File: config.mk
export PLATFORM = sky130hd
export DESIGN_NAME = ethbuf_cmd_if
export DESIGN_NICKNAME = d
export VERILOG_FILES = /design/src/hdl/ethbuf_pkg.sv /design/src/hdl/desc_mem.sv /design/src/hdl/ethbuf_cmd_if.sv
export SDC_FILE = /design/constraint.sdc
export NUM_CORES = 1
export LEC_CHECK = 0
export BUFFER_PORTS_ARGS = -buffer_cell sky130_fd_sc_hd__clkbuf_2
export CAP_MARGIN = 0
export CORE_MARGIN = 2
export CORE_UTILIZATION = 40
export DETAILED_ROUTE_END_ITERATION = 8
export GPL_ROUTABILITY_DRIVEN = 0
export GPL_TIMING_DRIVEN = 0
export MAX_ROUTING_LAYER = met4
export PLACE_DENSITY = 0.6
export SETUP_SLACK_MARGIN = 0.2
export SKIP_LAST_GASP = 1
export SLEW_MARGIN = 20
export SYNTH_ARGS = -nofsm -noshare
export SYNTH_HDL_FRONTEND = slang
export SYNTH_HIERARCHICAL = 1
export SYNTH_SLANG_ARGS = --single-unit
File: constraint.sdc
create_clock -name clk -period 4.75 [get_ports clk]
set_clock_uncertainty 0.05 [all_clocks]
set_input_delay 0.95 -clock clk [delete_from_list [all_inputs] [get_ports clk]]
set_output_delay 0.95 -clock clk [all_outputs]
set_load 0.01 [all_outputs]
File: src/hdl/ethbuf_pkg.sv
package ethbuf_pkg;

  // register offsets on the special function register port
  localparam logic [7:0] DATA_PORT_ADDR  = 8'hE6;
  localparam logic [7:0] CMD_STATUS_ADDR = 8'hE7;
  localparam logic [7:0] IRQ_ENABLE_ADDR = 8'hE8;

  // reset values
  localparam logic [7:0] DATA_PORT_RST   = 8'h00;
  localparam logic [7:0] CMD_STATUS_RST  = 8'h00;
  localparam logic [7:0] IRQ_ENABLE_RST  = 8'h00;
  localparam logic [7:0] READ_UNMAPPED   = 8'h00;

  // field positions in buffer_command_status
  localparam int BUSY_BIT      = 7;
  localparam int WAKE_BIT      = 6;
  localparam int TX_BIT        = 5;
  localparam int RX_BIT        = 4;
  localparam int CMD_HI        = 3;
  localparam int CMD_LO        = 0;

  // field positions in extended_interrupt_enable
  localparam int WAKE_IE_BIT   = 7;
  localparam int ACT_IE_BIT    = 5;

  // command codes
  localparam logic [3:0] CMD_NOP        = 4'h0;
  localparam logic [3:0] CMD_INVALIDATE = 4'h2;
  localparam logic [3:0] CMD_FLUSH      = 4'h3;
  localparam logic [3:0] CMD_TX_NORMAL  = 4'h4;
  localparam logic [3:0] CMD_TX_NOPAD   = 4'h5;
  localparam logic [3:0] CMD_CSR_WRITE  = 4'h8;
  localparam logic [3:0] CMD_CSR_READ   = 4'h9;
  localparam logic [3:0] CMD_SLEEP_ON   = 4'hC;
  localparam logic [3:0] CMD_SLEEP_OFF  = 4'hD;

  // transmit descriptor staging memory
  localparam int         DESC_DEPTH    = 4;
  localparam logic [1:0] DESC_COUNT_LO = 2'h0;
  localparam logic [1:0] DESC_COUNT_HI = 2'h1;
  localparam logic [1:0] DESC_PAGE     = 2'h2;
  localparam int         COUNT_HI_W    = 3;

  typedef enum logic [2:0] {
    ST_IDLE     = 3'b000,
    ST_TX_RD0   = 3'b001,
    ST_TX_RD1   = 3'b010,
    ST_TX_RD2   = 3'b011,
    ST_TX_GO    = 3'b100,
    ST_CSR_WAIT = 3'b101
  } unit_state_t;

  typedef struct packed {
    logic [7:0] addr;
    logic       wr;
    logic       rd;
    logic [7:0] wdata;
  } sfr_req_t;

  typedef struct packed {
    logic        pad_disable;
    logic [10:0] byte_count;
    logic [7:0]  start_page;
  } tx_desc_t;

endpackage

File: src/hdl/desc_mem.sv
`timescale 1ns/1ps
module desc_mem
  import ethbuf_pkg::*;
(
  input  wire logic       clk,
  input  wire logic       reset,
  input  wire logic       wr_en,
  input  wire logic [1:0] wr_addr,
  input  wire logic [7:0] wr_data,
  input  wire logic [1:0] rd_addr,
  output logic      [7:0] rd_data_q
);

  logic [7:0] mem [DESC_DEPTH];

  genvar i;
  generate
    for (i = 0; i < DESC_DEPTH; i++) begin : g_entry
      always_ff @(posedge clk) begin
        if (wr_en && (wr_addr == 2'(i))) begin
          mem[i] <= wr_data;
        end
      end
    end
  endgenerate

  always_ff @(posedge clk) begin
    if (reset) begin
      rd_data_q <= 8'h00;
    end else begin
      rd_data_q <= mem[rd_addr];
    end
  end

endmodule

File: src/hdl/ethbuf_cmd_if.sv
`timescale 1ns/1ps
// Contract
// - load byte count and page before transmit
// - data port reads show current receive page, or the config read data once after a config read
// - busy bit tracks config access, read-only
// - wake event sets sticky power flag
// - software setting power flag raises interrupt
// - transmit status stored sets transmit flag
// - receive status stored sets receive flag
// - invalidate sets receive flag if it is clear and fifo holds more than one entry, clears it if one
// - hardware clears receive flag on emptying events
// - software setting activity flags raises interrupt
// - code zero no-op, reserved codes ignored
// - 0010 discards packet, 0011 flushes buffer
// - 0100 normal transmit, 0101 no padding
// - 1000 config write, 1001 config read
// - 1100 enters sleep, 1101 leaves sleep
// - activity enable gates receive/transmit interrupt
// - failed filtered frame never sets receive flag while failed_packet_flush_enable is set
module ethbuf_cmd_if
  import ethbuf_pkg::*;
(
  input  wire logic       clk,
  input  wire logic       reset,
  input  wire sfr_req_t   sfr_req,
  output logic      [7:0] sfr_rdata_q,
  input  wire logic [7:0] rx_page_info,
  input  wire logic       rx_status_stored,
  input  wire logic       rx_filter_fail,
  input  wire logic       failed_packet_flush_enable,
  input  wire logic       rx_fifo_empty,
  input  wire logic       rx_fifo_single,
  input  wire logic       tx_status_stored,
  input  wire logic       wake_detect,
  input  wire logic       buffer_size_write,
  input  wire logic       csr_done,
  input  wire logic [7:0] csr_rdata,
  output logic            invalidate_q,
  output logic            flush_q,
  output logic            tx_start_q,
  output tx_desc_t        tx_desc_q,
  output logic            csr_write_q,
  output logic            csr_read_q,
  output logic      [7:0] csr_wdata_q,
  output logic            sleep_q,
  output logic            irq_activity_q,
  output logic            irq_power_q
);

  unit_state_t state_q;
  logic [7:0]  irq_enable_q;
  logic [3:0]  cmd_field_q;
  logic        busy_q;
  logic        wake_flag_q;
  logic        tx_flag_q;
  logic        rx_flag_q;
  logic        fifo_empty_prev_q;
  logic        show_csr_q;
  logic        csr_is_rd_q;
  logic [7:0]  csr_latch_q;
  logic [1:0]  load_ptr_q;
  logic        pad_off_q;
  logic [7:0]  mem_rdata;
  logic [1:0]  mem_raddr;
  logic        wr_data_port;
  logic        wr_cmd;
  logic        wr_irq_en;
  logic        rd_data_port;
  logic        launch;
  logic [3:0]  wcmd;
  logic        rx_set;
  logic        rx_clr;

  assign wr_data_port = sfr_req.wr && (sfr_req.addr == DATA_PORT_ADDR);
  assign wr_cmd       = sfr_req.wr && (sfr_req.addr == CMD_STATUS_ADDR);
  assign wr_irq_en    = sfr_req.wr && (sfr_req.addr == IRQ_ENABLE_ADDR);
  assign rd_data_port = sfr_req.rd && (sfr_req.addr == DATA_PORT_ADDR);
  assign wcmd         = sfr_req.wdata[CMD_HI:CMD_LO];
  // commands are accepted only when the sequencer is idle, so one write is one launch
  assign launch       = wr_cmd && (state_q == ST_IDLE);

  // receive flag set and clear terms; set wins when both land together
  always_comb begin
    rx_set = rx_status_stored && !(failed_packet_flush_enable && rx_filter_fail);
    if (launch && wcmd == CMD_INVALIDATE && !rx_fifo_empty && !rx_fifo_single
        && !rx_flag_q) begin
      rx_set = 1'b1;
    end
    rx_clr = (rx_fifo_empty && !fifo_empty_prev_q) || buffer_size_write;
    if (launch && (wcmd == CMD_FLUSH || (wcmd == CMD_INVALIDATE && rx_fifo_single))) begin
      rx_clr = 1'b1;
    end
  end

  always_comb begin
    case (state_q)
      ST_TX_RD1: mem_raddr = DESC_COUNT_HI;
      ST_TX_RD2: mem_raddr = DESC_PAGE;
      default:   mem_raddr = DESC_COUNT_LO;
    endcase
  end

  // transmit descriptor bytes land here in count-low, count-high, page order
  desc_mem u_desc_mem (
    .clk       (clk),
    .reset     (reset),
    .wr_en     (wr_data_port && state_q == ST_IDLE),
    .wr_addr   (load_ptr_q),
    .wr_data   (sfr_req.wdata),
    .rd_addr   (mem_raddr),
    .rd_data_q (mem_rdata)
  );

  always_ff @(posedge clk) begin
    if (reset) begin
      load_ptr_q <= DESC_COUNT_LO;
    end else if (launch && (wcmd == CMD_TX_NORMAL || wcmd == CMD_TX_NOPAD)) begin
      load_ptr_q <= DESC_COUNT_LO;
    end else if (wr_data_port && state_q == ST_IDLE) begin
      load_ptr_q <= (load_ptr_q == DESC_PAGE) ? DESC_COUNT_LO : load_ptr_q + 2'd1;
    end
  end

  always_ff @(posedge clk) begin
    if (reset) begin
      state_q      <= ST_IDLE;
      pad_off_q    <= 1'b0;
      tx_start_q   <= 1'b0;
      tx_desc_q    <= '0;
      invalidate_q <= 1'b0;
      flush_q      <= 1'b0;
      csr_write_q  <= 1'b0;
      csr_read_q   <= 1'b0;
      busy_q       <= 1'b0;
    end else begin
      tx_start_q   <= 1'b0;
      invalidate_q <= 1'b0;
      flush_q      <= 1'b0;
      csr_write_q  <= 1'b0;
      csr_read_q   <= 1'b0;
      case (state_q)
        ST_IDLE: begin
          if (launch) begin
            case (wcmd)
              CMD_INVALIDATE: invalidate_q <= 1'b1;
              CMD_FLUSH:      flush_q <= 1'b1;
              CMD_TX_NORMAL, CMD_TX_NOPAD: begin
                pad_off_q <= (wcmd == CMD_TX_NOPAD);
                state_q   <= ST_TX_RD0;
              end
              CMD_CSR_WRITE, CMD_CSR_READ: begin
                csr_write_q <= (wcmd == CMD_CSR_WRITE);
                csr_read_q  <= (wcmd == CMD_CSR_READ);
                busy_q      <= 1'b1;
                state_q     <= ST_CSR_WAIT;
              end
              default: ; // no-op and reserved codes do nothing
            endcase
          end
        end
        ST_TX_RD0: state_q <= ST_TX_RD1;
        ST_TX_RD1: begin
          tx_desc_q.byte_count[7:0] <= mem_rdata;
          state_q <= ST_TX_RD2;
        end
        ST_TX_RD2: begin
          tx_desc_q.byte_count[10:8] <= mem_rdata[COUNT_HI_W-1:0];
          state_q <= ST_TX_GO;
        end
        ST_TX_GO: begin
          tx_desc_q.start_page  <= mem_rdata;
          tx_desc_q.pad_disable <= pad_off_q;
          tx_start_q            <= 1'b1;
          state_q               <= ST_IDLE;
        end
        ST_CSR_WAIT: begin
          if (csr_done) begin
            busy_q  <= 1'b0;
            state_q <= ST_IDLE;
          end
        end
        default: state_q <= ST_IDLE;
      endcase
    end
  end

  // config data travels through the data port in both directions
  always_ff @(posedge clk) begin
    if (reset) begin
      csr_wdata_q <= DATA_PORT_RST;
      csr_latch_q <= DATA_PORT_RST;
      show_csr_q  <= 1'b0;
      csr_is_rd_q <= 1'b0;
    end else begin
      if (wr_data_port) begin
        csr_wdata_q <= sfr_req.wdata;
      end
      // the launch pulses are long gone when csr_done arrives, so keep the direction
      if (launch) begin
        csr_is_rd_q <= (wcmd == CMD_CSR_READ);
      end
      if (state_q == ST_CSR_WAIT && csr_done && csr_is_rd_q) begin
        csr_latch_q <= csr_rdata;
        show_csr_q  <= 1'b1;
      end else if (rd_data_port || launch) begin
        show_csr_q  <= 1'b0;
      end
    end
  end

  always_ff @(posedge clk) begin
    if (reset) begin
      sleep_q <= 1'b0;
    end else if (launch && wcmd == CMD_SLEEP_ON) begin
      sleep_q <= 1'b1;
    end else if (launch && wcmd == CMD_SLEEP_OFF) begin
      sleep_q <= 1'b0;
    end
  end

  // status flags: software writes any value, hardware set beats the write
  always_ff @(posedge clk) begin
    if (reset) begin
      wake_flag_q       <= 1'b0;
      tx_flag_q         <= 1'b0;
      rx_flag_q         <= 1'b0;
      fifo_empty_prev_q <= 1'b1;
      cmd_field_q       <= CMD_STATUS_RST[CMD_HI:CMD_LO];
    end else begin
      fifo_empty_prev_q <= rx_fifo_empty;
      if (wr_cmd) begin
        wake_flag_q <= sfr_req.wdata[WAKE_BIT];
        tx_flag_q   <= sfr_req.wdata[TX_BIT];
        rx_flag_q   <= sfr_req.wdata[RX_BIT];
        if (launch) begin
          cmd_field_q <= wcmd;
        end
      end
      if (rx_clr) begin
        rx_flag_q <= 1'b0;
      end
      if (wake_detect) begin
        wake_flag_q <= 1'b1;
      end
      if (tx_status_stored) begin
        tx_flag_q <= 1'b1;
      end
      if (rx_set) begin
        rx_flag_q <= 1'b1;
      end
    end
  end

  always_ff @(posedge clk) begin
    if (reset) begin
      irq_enable_q <= IRQ_ENABLE_RST;
    end else if (wr_irq_en) begin
      irq_enable_q <= sfr_req.wdata;
    end
  end

  always_ff @(posedge clk) begin
    if (reset) begin
      irq_power_q    <= 1'b0;
      irq_activity_q <= 1'b0;
    end else begin
      irq_power_q    <= irq_enable_q[WAKE_IE_BIT] && wake_flag_q;
      irq_activity_q <= irq_enable_q[ACT_IE_BIT] && (rx_flag_q || tx_flag_q);
    end
  end

  always_ff @(posedge clk) begin
    if (reset) begin
      sfr_rdata_q <= READ_UNMAPPED;
    end else if (sfr_req.rd) begin
      case (sfr_req.addr)
        DATA_PORT_ADDR:  sfr_rdata_q <= show_csr_q ? csr_latch_q : rx_page_info;
        CMD_STATUS_ADDR: sfr_rdata_q <= {busy_q, wake_flag_q, tx_flag_q, rx_flag_q,
                                         cmd_field_q};
        IRQ_ENABLE_ADDR: sfr_rdata_q <= irq_enable_q;
        default:         sfr_rdata_q <= READ_UNMAPPED;
      endcase
    end
  end

  // assertions
  property p_busy_tracks;
    @(posedge clk) disable iff (reset)
      busy_q == (state_q == ST_CSR_WAIT);
  endproperty
  a_busy_tracks: assert property (p_busy_tracks) else $error("busy mismatch");

  property p_busy_release;
    @(posedge clk) disable iff (reset)
      (state_q == ST_CSR_WAIT && csr_done) |=> !busy_q;
  endproperty
  a_busy_release: assert property (p_busy_release) else $error("busy stuck");

  property p_wake_set;
    @(posedge clk) disable iff (reset)
      wake_detect |=> wake_flag_q;
  endproperty
  a_wake_set: assert property (p_wake_set) else $error("wake flag not set");

  property p_tx_set;
    @(posedge clk) disable iff (reset)
      tx_status_stored |=> tx_flag_q;
  endproperty
  a_tx_set: assert property (p_tx_set) else $error("tx flag not set");

  property p_rx_fail_drop;
    @(posedge clk) disable iff (reset)
      (!rx_flag_q && rx_status_stored && failed_packet_flush_enable && rx_filter_fail
       && !launch && !wr_cmd) |=> !rx_flag_q;
  endproperty
  a_rx_fail_drop: assert property (p_rx_fail_drop) else $error("failed frame flagged");

  property p_flush_clears;
    @(posedge clk) disable iff (reset)
      (launch && wcmd == CMD_FLUSH && !rx_status_stored) |=> !rx_flag_q;
  endproperty
  a_flush_clears: assert property (p_flush_clears) else $error("flush kept rx flag");

  property p_act_irq;
    @(posedge clk) disable iff (reset)
      (tx_flag_q && irq_enable_q[ACT_IE_BIT]) |=> irq_activity_q;
  endproperty
  a_act_irq: assert property (p_act_irq) else $error("activity irq missing");

  property p_pwr_gate;
    @(posedge clk) disable iff (reset)
      !irq_enable_q[WAKE_IE_BIT] |=> !irq_power_q;
  endproperty
  a_pwr_gate: assert property (p_pwr_gate) else $error("power irq not gated");

  property p_tx_seq;
    @(posedge clk) disable iff (reset)
      (launch && wcmd == CMD_TX_NORMAL) |=> !tx_start_q [*4] ##1 tx_start_q ##1 !tx_start_q;
  endproperty
  a_tx_seq: assert property (p_tx_seq) else $error("transmit launch timing");

  property p_reserved;
    @(posedge clk) disable iff (reset)
      (launch && wcmd == 4'hF) |=> (state_q == ST_IDLE && !invalidate_q && !flush_q);
  endproperty
  a_reserved: assert property (p_reserved) else $error("reserved code acted");

  c_tx:    cover property (@(posedge clk) disable iff (reset) tx_start_q);
  c_csr:   cover property (@(posedge clk) disable iff (reset) busy_q ##[1:20] !busy_q);
  c_inval: cover property (@(posedge clk) disable iff (reset) invalidate_q ##1 rx_flag_q);
  c_wake:  cover property (@(posedge clk) disable iff (reset) irq_power_q);

endmodule

==> flow_summary.toml <==
[logic_synthesis]
synth_area_per_cell_sq_um = 10.9
synth_area_leaders = "dfxtp_1, edfxtp_1, mux2i_1"
syn_inst = 423
synth.top_cells.by_count = "dfxtp_1, mux2i_1, nor2_1, nand2_1, edfxtp_1"
ys_warn_count = 6
ys_ff_latch = 117
synthFlopType = "dfxtp_1"
synth_nets = 468
synthArstFlopShare_pct = 0
ys_seq_area_share_pct = 57.8
syn-cell-area_sq_um = 4610
synth_cell_types = 48
synth_top_area_share_pct = 36.9
synth_area_leader_cell = "dfxtp_1"
synth-edff-count = 32
synth_most_common_cell = "dfxtp_1"

[detailed_routing]
drt_iter0_drc = 178
routedWlPerCell_um = 15.8
drc = 0
wl_um = 10900
ant_nets = 0
viasPerCell = 5.05
firstDrtPassIters = 5
vias = 3462

[floorplan]
core_sq_um = 11300
initial_core_util_pct = 40.7
die_w_um = 111
ios = 89
rows = 39
die-area_sq_um = 12400
die_y_um = 111

[worst_setup_path]
r2r_cells = 5
regToRegSetupSlack_ns = 1.91
crit_path_max_fanout = 10
critPathKind = "in2reg"
cp_slowest_stage_delay_ns = 0.92
crit_path_start_kind = "input port"
crit_required_ns = 4.73
worstPathArrival_ns = 2.98
worstPathCellList = "clkbuf_2 > clkbuf_1 > nor4_1 > nand2_1 > nor2_1"
end_kind = "flop"
cp_slowest_cell = "nor4_1"

[clock_tree]
ctsResizeCount = 0
cts_hold_buffers = 0
clk_pin_slew_worst_paths_ns = 0.05
cts_max_path_buffers = 2
clock_latency_ns = 0.40
cts_made_buffers = 17
post_cts_buffers = 0
clockRootBuffer = "clkbuf_16"
h-tree-depth = 4
clock-sinks = 117
cts_tree = "done"

[worst_hold_path]
hold_depth = 2
hold_class = "reg2reg"

[sta]
fin_setup_tns_ns = 0
finalCritPeriodShare_pct = 63.2
maxSlewViolCount = 0
finalSetupViolCount = 0
worstMarginPinSlew_ns = 0.995
relSlewSlack_pct = 33.1
post-route-min-period_ns = 3.00
rsz0062_at_grt = "false"
hold_viol_final = 0
fmaxAchievable_mhz = 333

[placement]
io_buffers = 88
dpl.hpwl_um = 7850
placed_cell_area_sq_um = 5230

[grt]
grt_pass1_wl_um = 17400
grt_pass1_vias = 3424
grt_start_max_net_pins = 17
use_met3_pct = 5.23
grt_overflow_total = 0
grt_use_total_pct = 18.7
antenna_found_initial = 0
gr-usage-met1_pct = 24.0
met2_usage_pct = 29.2
busiest_layer = "met2"

[layout]
antenna_cells = 0
final_design_area_no_fill_sq_um = 5820
drive_above_1_share_pct = 24.9
area.growth.synth_to_final_pct = 26.3
nFillCells = 1054
final_nets = 575

[power]
leakage_nw = 2.24
ir_drop_v = 0.000239
power_density_nw_per_um2 = 443
p_total_w = 0.00258

[run]
max_cap_viol_count = 0

[status]
status = "finished clean"
[critical path, delay by kind of cell]
| kind | cells | cell delay (ns) |
|---|---|---|
| and+or+nand+nor | 3 | 1.66 |
| buffers and inverters | 2 | 0.37 |
[layout make-up]
type / instances / area (sq um) / share of cell area (%)
timing repair buffer: 88 / 440 / 7.57
clock inverter: 9 / 63.8 / 1.10
clock buffer: 23 / 522 / 8.97
multi-input combinational: 273 / 1790 / 30.8
inverter: 9 / 33.8 / 0.581
sequential: 117 / 2660 / 45.8
tap: 143 / 179 / 3.08
buffer: 24 / 125 / 2.15
[layout by cell type, fill, tap and decap left out, drive strengths merged, types with 2 or more instances in the layout]
cell / netlist / final
a21oi: 18 / 18
a22oi: 5 / 5
a32oi: 4 / 4
and3b: 2 / 2
buf: 7 / 7
clkbuf: 17 / 128
clkinv: 1 / 6
clkinvlp: 0 / 3
dfxtp: 85 / 85
edfxtp: 32 / 32
inv: 8 / 9
mux2i: 65 / 65
nand2: 48 / 48
nand3: 3 / 3
nand3b: 2 / 2
nand4b: 2 / 2
nor2: 49 / 49
nor2b: 4 / 4
nor3: 7 / 7
nor3b: 7 / 7
nor4: 5 / 5
nor4b: 2 / 2
o21ai: 18 / 18
o22ai: 9 / 9
o2bb2ai: 3 / 3
or2: 3 / 3
or3: 3 / 3
xnor2: 2 / 2
[layer usage]
layer	part of all wire, %	routed length, um	vias up
met3	6.1	663	15
met5	0	0	-
met2	46	4970	120
li1	-	-	1717
met4	1.3	143	0
met1	47	5080	1610
[flip-flops by register name (all words and copies together), names as in the netlist, 2 cells and up]
signal                count
load_ptr_q                2
state_q                   3
tx_desc_q                20
csr_latch_q               8
sfr_rdata_q               8
csr_wdata_q               8
u_desc_mem/mem           32
cmd_field_q               4
irq_enable_q              8
u_desc_mem/rd_data_q      8
[through the flow]
step / utilization, % / hold WS (ns) / worst slack (ns) / cells
floorplan: - / 0.372 / 1.68 / 423
global placement: 46.2 / 0.393 / 1.02 / 654
detailed placement: 46.2 / 0.399 / 1.32 / 654
CTS: 51.4 / 0.407 / 1.74 / 686
global route: 51.4 / 0.431 / 1.53 / 686
finish: 51.4 / 0.405 / 1.75 / 686
[worst paths after layout]
check / start / to
worst max-delay path: sfr_req[10] / u_desc_mem/mem[2][0]
worst min-delay path: sfr_rdata_q[3] / sfr_rdata_q[3]
worst max register to register: state_q[1] / u_desc_mem/mem[2][0]
worst min register to register: sfr_rdata_q[3] / sfr_rdata_q[3]
[cell families (layout without fill, tap and decap cells)]
family                 Yosys count  in the layout  share of synthesized area [%]
AND/OR/NAND/NOR                142            142                           15.7
XOR/XNOR                         2              2                          0.380
AO/OA/AOI/OAI                   64             64                           8.58
buffers and inverters           33            153                           3.45
multiplexers                    65             65                           14.1
flip-flops                     117            117                           57.8
[where the power goes]
group	leakage, nW	internal, W	switching (W)
registers	0.975	0.00105	0.0000156
logic	0.979	0.000127	0.000165
clock network	0.281	0.000774	0.000446
Power figures use the tool's default switching activity.
